$ cat src/pkg/pdil_pkg.sv
// Package of the diagnosis and interrupt logic: flag layout, carriers,
// state codes and timing constants.
// Assumes one 10 MHz clock and host accesses presented as plain strobes.
//
// Function
// RL1 - Any protection or warning event sets its sticky flag and pulls interrupt low.
// RL2 - Interrupt stays low while any unmasked flag pends; released when all cleared.
// RL3 - After fault shutdown or soft reset, set reset-occurred flag at next start-up.
// RL4 - Reset-occurred mask reloads from fuses each reset; host writes cannot change it.
// RL5 - Buck current limit keeps running, sets maskable flag, clear blocked while active.
// RL6 - Linear current limit keeps running, sets maskable flag, clear blocked while active.
// RL7 - Buck under 0.35 V for 1 ms is disabled; unmaskable short flag set.
// RL8 - Linear under 0.3 V for 1 ms is disabled; unmaskable short flag set.
// RL9 - Thermal warning sets maskable flag; clear blocked while die stays hot.
// RL10 - Thermal shutdown disables all rails, general outputs low, unmaskable held flag.
// RL11 - Supply overvoltage disables all rails, outputs low, unmaskable held flag.
// RL12 - Buck good rise and fall both set one flag, each with its own mask.
// RL13 - Linear good rise and fall both set one flag, each with its own mask.
// RL14 - Power-ok pin going inactive sets a maskable write-one-clear flag.
// RL15 - Pin status reads 1 when valid; polarity only flips the pin level.
// RL16 - External clock appearing, vanishing, or absent while detecting sets maskable flag.
// RL17 - Measurement completion sets a maskable flag without a status bit.
// RL18 - Undervoltage lockout falling shuts down, defaults registers, raises no flag.
// RL19 - Leaving undervoltage lockout defaults registers, loads fuses, sets reset flag.
// RL20 - Soft reset shuts down, then powers up with defaults and reset flag set.
// RL21 - Host requests soft reset by writing 1; bit self-clears, serial port untouched.
// RL22 - Writing 1 clears a flag; writing 0 leaves it unchanged.

package pdil_pkg;

   // Rails: index 0,1 are bucks, 2,3 are linear regulators
   localparam int RAILS = 4;

   typedef struct packed {
      logic [RAILS-1:0] en;
      logic [RAILS-1:0] low;
      logic [RAILS-1:0] curlim;
      logic [RAILS-1:0] good;
   } pdil_rail_t;

   typedef struct packed {
      logic [RAILS-1:0] curlim;
      logic [RAILS-1:0] good_rise;
      logic [RAILS-1:0] good_fall;
      logic hot_warning_mask;
      logic power_ok_pin_mask;
      logic sync_clk_mask;
      logic meas_ready_mask;
   } pdil_mask_t;

   // Flag layout, MSB first; the index constants below follow it
   typedef struct packed {
      logic [1:0] linreg_curlim_flag;
      logic [1:0] buck_curlim_flag;
      logic [1:0] linreg_short_flag;
      logic [1:0] buck_short_flag;
      logic hot_warning_flag;
      logic hot_shutdown_flag;
      logic supply_overvolt_flag;
      logic [1:0] linreg_good_flag;
      logic [1:0] buck_good_flag;
      logic power_ok_pin_flag;
      logic sync_clk_flag;
      logic meas_ready_flag;
      logic reset_occurred_flag;
   } pdil_flag_t;

   localparam int FLAGS = 19;
   localparam int FB_CURLIM = 15;
   localparam int FB_SHORT = 11;
   localparam int FB_HOTWARN = 10;
   localparam int FB_HOTSD = 9;
   localparam int FB_OVP = 8;
   localparam int FB_GOOD = 4;
   localparam int FB_POK = 3;
   localparam int FB_SYNC = 2;
   localparam int FB_MEAS = 1;
   localparam int FB_RESET = 0;

   typedef struct packed {
      logic [RAILS-1:0] curlim_state;
      logic [RAILS-1:0] good_state;
      logic hot_warning_state;
      logic hot_shutdown_state;
      logic supply_overvolt_state;
      logic power_ok_pin_state;
      logic sync_clk_state;
   } pdil_state_t;

   typedef enum logic [2:0] {
      ST_RUN  = 3'b001,
      ST_DOWN = 3'b010,
      ST_BOOT = 3'b100
   } pdil_mode_t;

   // Timing
   localparam int CLK_PERIOD_NS = 100;
   localparam int SHORT_TIME_MS = 1;
   localparam int SHORT_CYC = (SHORT_TIME_MS * 1000000) / CLK_PERIOD_NS;
   localparam int SHORT_CNT_W = 14;
   localparam logic [3:0] SOFT_DOWN_CYC = 4'h8;

   // Values after reset
   localparam logic [FLAGS-1:0] FLAGS_RST = 19'h00000;
   localparam logic [RAILS-1:0] RAIL_OFF_RST = 4'h0;

endpackage

$ cat src/hdl/pdil_short_det.sv
// Short-circuit and overload detector for one rail.
// Assumes the low-output comparator is already synchronous to ref_clk.
`timescale 1ns/10ps
`default_nettype none

module pdil_short_det
#(
   parameter int unsigned LIMIT = 10000
)
(
   input wire logic ref_clk,
   input wire logic reset_n,
   input wire logic rail_on,
   input wire logic rail_low,
   output logic short_hit
);
   import pdil_pkg::*;

   localparam logic [SHORT_CNT_W-1:0] LAST = SHORT_CNT_W'(LIMIT - 1);

   logic [SHORT_CNT_W-1:0] count_ff;
   logic [SHORT_CNT_W-1:0] nxt_count;
   logic hit_ff;
   logic nxt_hit;

   // One counter serves both start-up and run-time cases: it starts at
   // enable and restarts whenever the output recovers above threshold
   always_comb
   begin
      nxt_count = count_ff;
      nxt_hit = 1'b0;
      if (!reset_n || !rail_on || !rail_low)
      begin
         nxt_count = '0;
      end
      else if (count_ff == LAST)
      begin
         nxt_hit = 1'b1;
      end
      else
      begin
         nxt_count = count_ff + SHORT_CNT_W'(1);
      end
   end

   always_ff @(posedge ref_clk)
   begin
      count_ff <= nxt_count;
      hit_ff <= nxt_hit;
   end

   assign short_hit = hit_ff;

endmodule

`default_nettype wire

$ cat src/hdl/pdil_top.sv
// Diagnosis flags, masks and interrupt output of the power manager.
// Assumes all event levels are synchronous to ref_clk and that the
// host presents write-one-clear strobes one cycle wide.
`timescale 1ns/10ps
`default_nettype none

module pdil_top
#(
   parameter int unsigned SHORT_LIMIT = pdil_pkg::SHORT_CYC
)
(
   input wire logic ref_clk,
   input wire logic reset_n,
   input wire pdil_pkg::pdil_rail_t rail,
   input wire pdil_pkg::pdil_mask_t mask,
   input wire logic otp_reset_mask,
   input wire pdil_pkg::pdil_flag_t flag_clear,
   input wire logic soft_reset_request,
   input wire logic hot_warning_level,
   input wire logic hot_shutdown_level,
   input wire logic overvolt_level,
   input wire logic power_ok_valid,
   input wire logic power_ok_polarity,
   input wire logic clk_detect_en,
   input wire logic ext_clk_present,
   input wire logic meas_done,
   input wire logic gpo_a_req,
   input wire logic gpo_b_req,
   output pdil_pkg::pdil_flag_t flags,
   output pdil_pkg::pdil_state_t states,
   output logic [pdil_pkg::RAILS-1:0] rail_off,
   output logic general_output_a,
   output logic general_output_b,
   output logic power_ok_pin,
   output logic linear_event_summary,
   output logic irq_out_n
);
   import pdil_pkg::*;

   pdil_mode_t mode_ff;
   pdil_mode_t nxt_mode;
   logic [3:0] down_cnt_ff;
   logic [3:0] nxt_down_cnt;
   logic fault_down_ff;
   logic nxt_fault_down;
   logic reset_mask_ff;
   logic nxt_reset_mask;

   logic [FLAGS-1:0] flag_ff;
   logic [FLAGS-1:0] nxt_flag;
   logic [FLAGS-1:0] flag_set;
   logic [FLAGS-1:0] flag_clr;
   logic [FLAGS-1:0] irq_enable;

   logic [RAILS-1:0] good_prev_ff;
   logic pok_prev_ff;
   logic ext_prev_ff;
   logic det_prev_ff;
   logic [RAILS-1:0] off_ff;
   logic [RAILS-1:0] nxt_off;
   logic [RAILS-1:0] short_hit;
   logic [RAILS-1:0] rail_off_ff;
   logic [RAILS-1:0] nxt_rail_off;

   pdil_state_t state_ff;
   logic gpo_a_ff;
   logic gpo_b_ff;
   logic pok_pin_ff;
   logic lin_sum_ff;
   logic irq_n_ff;
   logic nxt_irq_n;
   logic all_off;

   // Detectors only watch enabled rails in run mode that no short has latched off
   genvar gi;
   generate
      for (gi = 0; gi < RAILS; gi++)
      begin : g_short
         pdil_short_det #(
            .LIMIT(SHORT_LIMIT)
         ) u_det (
            .ref_clk(ref_clk),
            .reset_n(reset_n),
            .rail_on(rail.en[gi] && !off_ff[gi] && mode_ff == ST_RUN),
            .rail_low(rail.low[gi]),
            .short_hit(short_hit[gi])
         );
      end
   endgenerate

   // RL10 RL11 global shutdown
   assign all_off = hot_shutdown_level || overvolt_level ||
                    mode_ff != ST_RUN;

   // Power-up and soft reset sequencing; reset_n is the supply POR
   always_comb
   begin
      nxt_mode = mode_ff;
      nxt_down_cnt = down_cnt_ff;
      nxt_fault_down = fault_down_ff;
      if (!reset_n)
      begin
         // RL18 RL19 lockout: defaults now, start-up on release
         nxt_mode = ST_BOOT;
         nxt_down_cnt = 4'h0;
         nxt_fault_down = 1'b0;
      end
      else
      begin
         unique case (mode_ff)
            ST_RUN:
            begin
               // RL20 RL21 soft reset strobe self-clears
               if (soft_reset_request)
               begin
                  nxt_mode = ST_DOWN;
                  nxt_down_cnt = SOFT_DOWN_CYC;
               end
               // RL3 fault shutdown noted for the next start-up
               if (hot_shutdown_level || overvolt_level)
               begin
                  nxt_fault_down = 1'b1;
               end
               else if (fault_down_ff)
               begin
                  nxt_fault_down = 1'b0;
               end
            end
            ST_DOWN:
            begin
               nxt_down_cnt = down_cnt_ff - 4'h1;
               if (down_cnt_ff == 4'h1)
               begin
                  nxt_mode = ST_BOOT;
               end
            end
            ST_BOOT:
            begin
               nxt_mode = ST_RUN;
            end
            default:
            begin
               nxt_mode = ST_BOOT;
            end
         endcase
      end
   end

   always_ff @(posedge ref_clk)
   begin
      mode_ff <= nxt_mode;
      down_cnt_ff <= nxt_down_cnt;
      fault_down_ff <= nxt_fault_down;
   end

   // RL4 mask comes only from fuses, reloaded during every reset
   always_comb
   begin
      nxt_reset_mask = reset_mask_ff;
      if (!reset_n || mode_ff == ST_DOWN)
      begin
         nxt_reset_mask = otp_reset_mask;
      end
   end

   always_ff @(posedge ref_clk)
   begin
      reset_mask_ff <= nxt_reset_mask;
   end

   // Events that set flags this cycle
   always_comb
   begin
      flag_set = '0;
      for (int i = 0; i < RAILS; i++)
      begin
         // RL5 RL6 level set keeps the flag while limit persists
         flag_set[FB_CURLIM+i] = rail.curlim[i] &&
                                 (!mask.curlim[i] || flag_ff[FB_CURLIM+i]);
         // RL7 RL8 unmaskable short flag
         flag_set[FB_SHORT+i] = short_hit[i];
         // RL12 RL13 rise and fall each gated by own mask
         flag_set[FB_GOOD+i] =
            (rail.good[i] && !good_prev_ff[i] && !mask.good_rise[i]) ||
            (!rail.good[i] && good_prev_ff[i] && !mask.good_fall[i]);
      end
      // RL9 warning held while die is hot
      // A mask raised later must not let a clear drop a live warning
      flag_set[FB_HOTWARN] = hot_warning_level &&
                             (!mask.hot_warning_mask || flag_ff[FB_HOTWARN]);
      // RL10 shutdown flag held while hot
      flag_set[FB_HOTSD] = hot_shutdown_level;
      // RL11 overvoltage flag held while high
      flag_set[FB_OVP] = overvolt_level;
      // RL14 pin valid to invalid
      flag_set[FB_POK] = pok_prev_ff && !power_ok_valid &&
                         !mask.power_ok_pin_mask;
      // RL16 clock change or missing clock
      flag_set[FB_SYNC] = !mask.sync_clk_mask && clk_detect_en &&
                          ((det_prev_ff && ext_clk_present != ext_prev_ff) ||
                           !ext_clk_present);
      // RL17 measurement done
      flag_set[FB_MEAS] = meas_done && !mask.meas_ready_mask;
      // RL3 RL19 RL20 reset noted at start-up
      flag_set[FB_RESET] = (mode_ff == ST_BOOT) ||
                           (mode_ff == ST_RUN && fault_down_ff &&
                            !hot_shutdown_level && !overvolt_level);
   end

   // RL1 RL22 sticky flags; a set in the clear cycle wins
   always_comb
   begin
      flag_clr = FLAGS'(flag_clear);
      nxt_flag = (flag_ff & ~flag_clr) | flag_set;
      // RL18 lockout and soft reset return flags to defaults
      if (!reset_n || mode_ff == ST_DOWN)
      begin
         nxt_flag = FLAGS_RST;
      end
   end

   always_ff @(posedge ref_clk)
   begin
      flag_ff <= nxt_flag;
   end

   // Previous samples for edge detection
   always_ff @(posedge ref_clk)
   begin
      good_prev_ff <= reset_n ? rail.good : RAIL_OFF_RST;
      pok_prev_ff <= reset_n ? power_ok_valid : 1'b0;
      ext_prev_ff <= reset_n ? ext_clk_present : 1'b0;
      det_prev_ff <= reset_n ? clk_detect_en : 1'b0;
   end

   // RL7 RL8 a shorted rail stays off until its enable drops
   always_comb
   begin
      nxt_off = off_ff & rail.en;
      nxt_off = nxt_off | short_hit;
      if (!reset_n || mode_ff == ST_DOWN)
      begin
         nxt_off = RAIL_OFF_RST;
      end
      // RL10 RL11 registered so the pin never glitches on a fault input
      nxt_rail_off = nxt_off | {RAILS{all_off}};
   end

   always_ff @(posedge ref_clk)
   begin
      off_ff <= nxt_off;
      rail_off_ff <= nxt_rail_off;
   end

   // RL2 only unmasked pending flags hold the interrupt low
   always_comb
   begin
      irq_enable = '1;
      irq_enable[FB_CURLIM +: RAILS] = ~mask.curlim;
      irq_enable[FB_HOTWARN] = !mask.hot_warning_mask;
      irq_enable[FB_POK] = !mask.power_ok_pin_mask;
      irq_enable[FB_SYNC] = !mask.sync_clk_mask;
      irq_enable[FB_MEAS] = !mask.meas_ready_mask;
      // RL4 fuse mask suppresses the reset interrupt
      irq_enable[FB_RESET] = !reset_mask_ff;
      nxt_irq_n = !(|(flag_ff & irq_enable));
      if (!reset_n)
      begin
         nxt_irq_n = 1'b1;
      end
   end

   always_ff @(posedge ref_clk)
   begin
      irq_n_ff <= nxt_irq_n;
   end

   // Registered status, pins and summaries; forced outputs follow faults
   always_ff @(posedge ref_clk)
   begin
      if (!reset_n)
      begin
         state_ff <= '0;
         gpo_a_ff <= 1'b0;
         gpo_b_ff <= 1'b0;
         pok_pin_ff <= 1'b0;
         lin_sum_ff <= 1'b0;
      end
      else
      begin
         state_ff.curlim_state <= rail.curlim;
         state_ff.good_state <= rail.good;
         state_ff.hot_warning_state <= hot_warning_level;
         state_ff.hot_shutdown_state <= hot_shutdown_level;
         state_ff.supply_overvolt_state <= overvolt_level;
         // RL15 status is the valid sense, polarity only on the pin
         state_ff.power_ok_pin_state <= power_ok_valid;
         state_ff.sync_clk_state <= ext_clk_present;
         pok_pin_ff <= power_ok_polarity ? power_ok_valid : !power_ok_valid;
         // RL10 RL11 general outputs forced low
         gpo_a_ff <= gpo_a_req && !all_off;
         gpo_b_ff <= gpo_b_req && !all_off;
         lin_sum_ff <= |{flag_ff[FB_CURLIM+2 +: 2], flag_ff[FB_SHORT+2 +: 2],
                         flag_ff[FB_GOOD+2 +: 2]};
      end
   end

   assign flags = pdil_flag_t'(flag_ff);
   assign states = state_ff;
   assign rail_off = rail_off_ff;
   assign general_output_a = gpo_a_ff;
   assign general_output_b = gpo_b_ff;
   assign power_ok_pin = pok_pin_ff;
   assign linear_event_summary = lin_sum_ff;
   assign irq_out_n = irq_n_ff;

endmodule

`default_nettype wire

$ cat config.mk
export PLATFORM = sky130hd
export DESIGN_NAME = pdil_top
export DESIGN_NICKNAME = d
export VERILOG_FILES = /design/src/pkg/pdil_pkg.sv /design/src/hdl/pdil_short_det.sv /design/src/hdl/pdil_top.sv
export SDC_FILE = /design/constraint.sdc
export NUM_CORES = 1
export LEC_CHECK = 0
export ABC_AREA = 1
export BUFFER_PORTS_ARGS = -buffer_cell sky130_fd_sc_hd__clkbuf_2
export CELL_PAD_IN_SITES_DETAIL_PLACEMENT = 2
export CELL_PAD_IN_SITES_GLOBAL_PLACEMENT = 2
export CORE_ASPECT_RATIO = 0.6
export CORE_MARGIN = 1.5
export CORE_UTILIZATION = 32
export DETAILED_ROUTE_END_ITERATION = 12
export GPL_ROUTABILITY_DRIVEN = 1
export PLACE_DENSITY = 0.85
export SLEW_MARGIN = 20
export SYNTH_ARGS = -nofsm -noshare
export SYNTH_HDL_FRONTEND = slang
export SYNTH_SLANG_ARGS = --single-unit
$ cat constraint.sdc
create_clock -name ref_clk -period 4.12 [get_ports ref_clk]
set_input_delay 0.824 -clock ref_clk [delete_from_list [all_inputs] [get_ports ref_clk]]
set_output_delay 0.824 -clock ref_clk [all_outputs]
set_load 0.02 [all_outputs]
==> flow_summary.toml <==
[worst_setup_path]
critPathKind = "input port to register"
cp-start-kind = "input port"
critPathRequiredTime_ps = 4490
path_common_cell = "nand2_1"
crit_buf_inv = 2
cp_cell_sequence = "clkbuf_2, nand4_4, nor2_1, nand3_1, inv_1, nand2_1, nand2_1"
worstSetupEndpointType = "register"
r2r_setup_slack_ps = 1660
critPathMaxStageDelay_ps = 750
crit_family = "simple AND/OR/NAND/NOR gates"
path_max_fanout = 25
cp_slowest_cell = "nor2_1"
worstPathArrival_ps = 2940

[route]
num_vias = 5307
drc = 0
ant_nets = 0
viasPerCell = 5.064
routed_wl_um = 21860
drtIter0Drc = 273
drt-pass1-iter-count = 4
wl_per_cell_um = 20.86

[cells_and_area]
area.sequential_um2 = 2312
drive_gt1_share_pct = 18.11
multi_input_area_um2 = 2188
antenna_cells = 0
finalCoreUtilization_pct = 42.20
final_nets = 903
area_delta_synth_final_pct = 28.84
fillers = 1779

[clocking]
cts_resized = 0
clockBufferDepth = 2
postCtsSetupBuffers = 0
clock_latency_ps = 430
ctsHoldBuffers = 0
cts_root_buffer = "clkbuf_16"
cts_tree = "done"
cts.clk_slew.worst_paths_ps = 60
htreeDepth = 4
clock-sinks = 115
cts_inserted_buffers = 17

[floorplan]
die_h_um = 100.0
num_rows = 35
ios = 106
core_area_um2 = 15330
dieArea_um2 = 16470
start_util_pct = 32.75
die_width_um = 164.7

[timing]
setup_viol_count_final = 0
fmax_ghz = 0.3886
min_period_ps = 2573
worstMarginPinSlew_ps = 971.1
tns_ps = 0
rsz0062_at_grt = "no"
hold_violations = 0
setup_ws_ps = 1547
slew_headroom_pct = 35.11
drv_slew = 0
skew_ps = 12.96
period_share_pct = 62.46

[global_route]
grt_pass1_vias = 6039
grt_max_degree = 26
grt_pass1_wl_um = 33870
antenna_found_initial = 0
overflow = 0
gr-usage-all-layers_pct = 27.47

[run]
max_cap_violations = 0

[yosys]
synth_top_area_share_pct = 45.46
synthTopCellsByArea = "dfxtp_1 (45%), nand2_1 (12%), inv_1 (9.1%)"
syn_area_um2 = 5020
synthArstFlopShare_pct = 0
synth_ff_type = "dfxtp_1"
synthTopCellsByCount = "nand2_1 (156), inv_1 (122), dfxtp_1 (114)"
synth_edf_count = 1
yosys.area.top_type = "dfxtp_1"
synth_seq_area_share_pct = 46.06
ys_ff_latch = 115
yosysMostFrequentCell = "nand2_1"
netlist_instances = 717
avgSynthCellArea_um2 = 7.001
ys_warn_count = 0
synth_cell_type_count = 31
syn-num-nets = 788

[place]
gp_congestion = 0.8105
pre_cts_slack_ps = 1255
hpwl_um = 13900
numPortBuffers = 105

[pwr]
ir_drop_mv = 0.2197
power_density_nw_per_um2 = 495.2
p_leak_nw = 2.879

[run_status]
status = "complete, no violations"

[worst_hold_path]
min_path_type = "register to register"
metal layers:
metal,up-vias,track usage [%],routed length (um)
li1,2489,-,-
met1,2630,32.65,9550
met2,135,48.06,10910
met3,53,6.074,712
met4,0,11.43,681
met5,-,0,0
path summary, 6_finish.rpt:
check | cells after the start | to | startpoint
max | 7 | g_short[0].u_det.count_ff[1]$_SDFFE_PP0N_ | reset_n
min | 1 | g_short[2].u_det.count_ff[8]$_SDFFE_PP0N_ | g_short[2].u_det.count_ff[8]$_SDFFE_PP0N_
max reg2reg | 6 | flags[5]$_SDFF_PN0_ | mode_ff[0]$_SDFFE_PN0P_
min reg2reg | 1 | g_short[2].u_det.count_ff[8]$_SDFFE_PP0N_ | g_short[2].u_det.count_ff[8]$_SDFFE_PP0N_
cell usage in the layout (no fill, tap or decap), types with 17 or more instances in the layout:
cell	n
a21oi_1	50
dfxtp_1	114
nor2_1	100
nand3_1	45
clkbuf_2	105
nor3_1	21
clkbuf_16	17
inv_1	122
o21ai_0	33
nand2_1	156
where the power goes:
part	leakage, nW	switching [W]	internal (W)
Clock	0.353	0.000576	0.00128
Sequential	0.937	0.0000234	0.00114
Combinational	1.59	0.000123	0.0000618
Total	2.88	0.000723	0.00248
metrics by stage:
step	total power [W]	std cells	hold slack (ps)	area [um^2]
floorplan	0.001272	717	442.5	5020
finish	0.003202	1048	479.8	6467
global route	0.003286	1048	517.2	6467
detailed placement	0.001358	1016	470.5	5749
CTS	0.003219	1048	485.5	6467
global placement	0.001346	1016	458.6	5749
sequential cells by signal, indices dropped and copies added, names as in the netlist, 3 cells and up:
signal and cells:
g_short.u_det.count_ff 56, flags 19, states 13, down_cnt_ff 4, g_short.u_det.short_hit 4, off_ff 4
rail_off 4, mode_ff 3
layout make-up:
cell class / count / share of cell area, %
flip-flops and latches: 115 / 35.75
well taps: 203 / 3.927
clock buffers: 23 / 7.700
repair buffers: 105 / 8.125
multi-input cells: 468 / 33.84
inverters: 125 / 7.255
clock inverters: 9 / 3.405
cell families after synthesis:
logic type	count (synthesis)	share of synthesized area [%]
XOR/XNOR	9	1.570
AND/OR/NAND/NOR	351	29.89
flip-flops	115	46.06
buffers and inverters	134	10.34
adder cells (fa/ha/maj)	6	1.495
AO/OA/AOI/OAI	102	10.64
(Power assumes the default switching activity.)
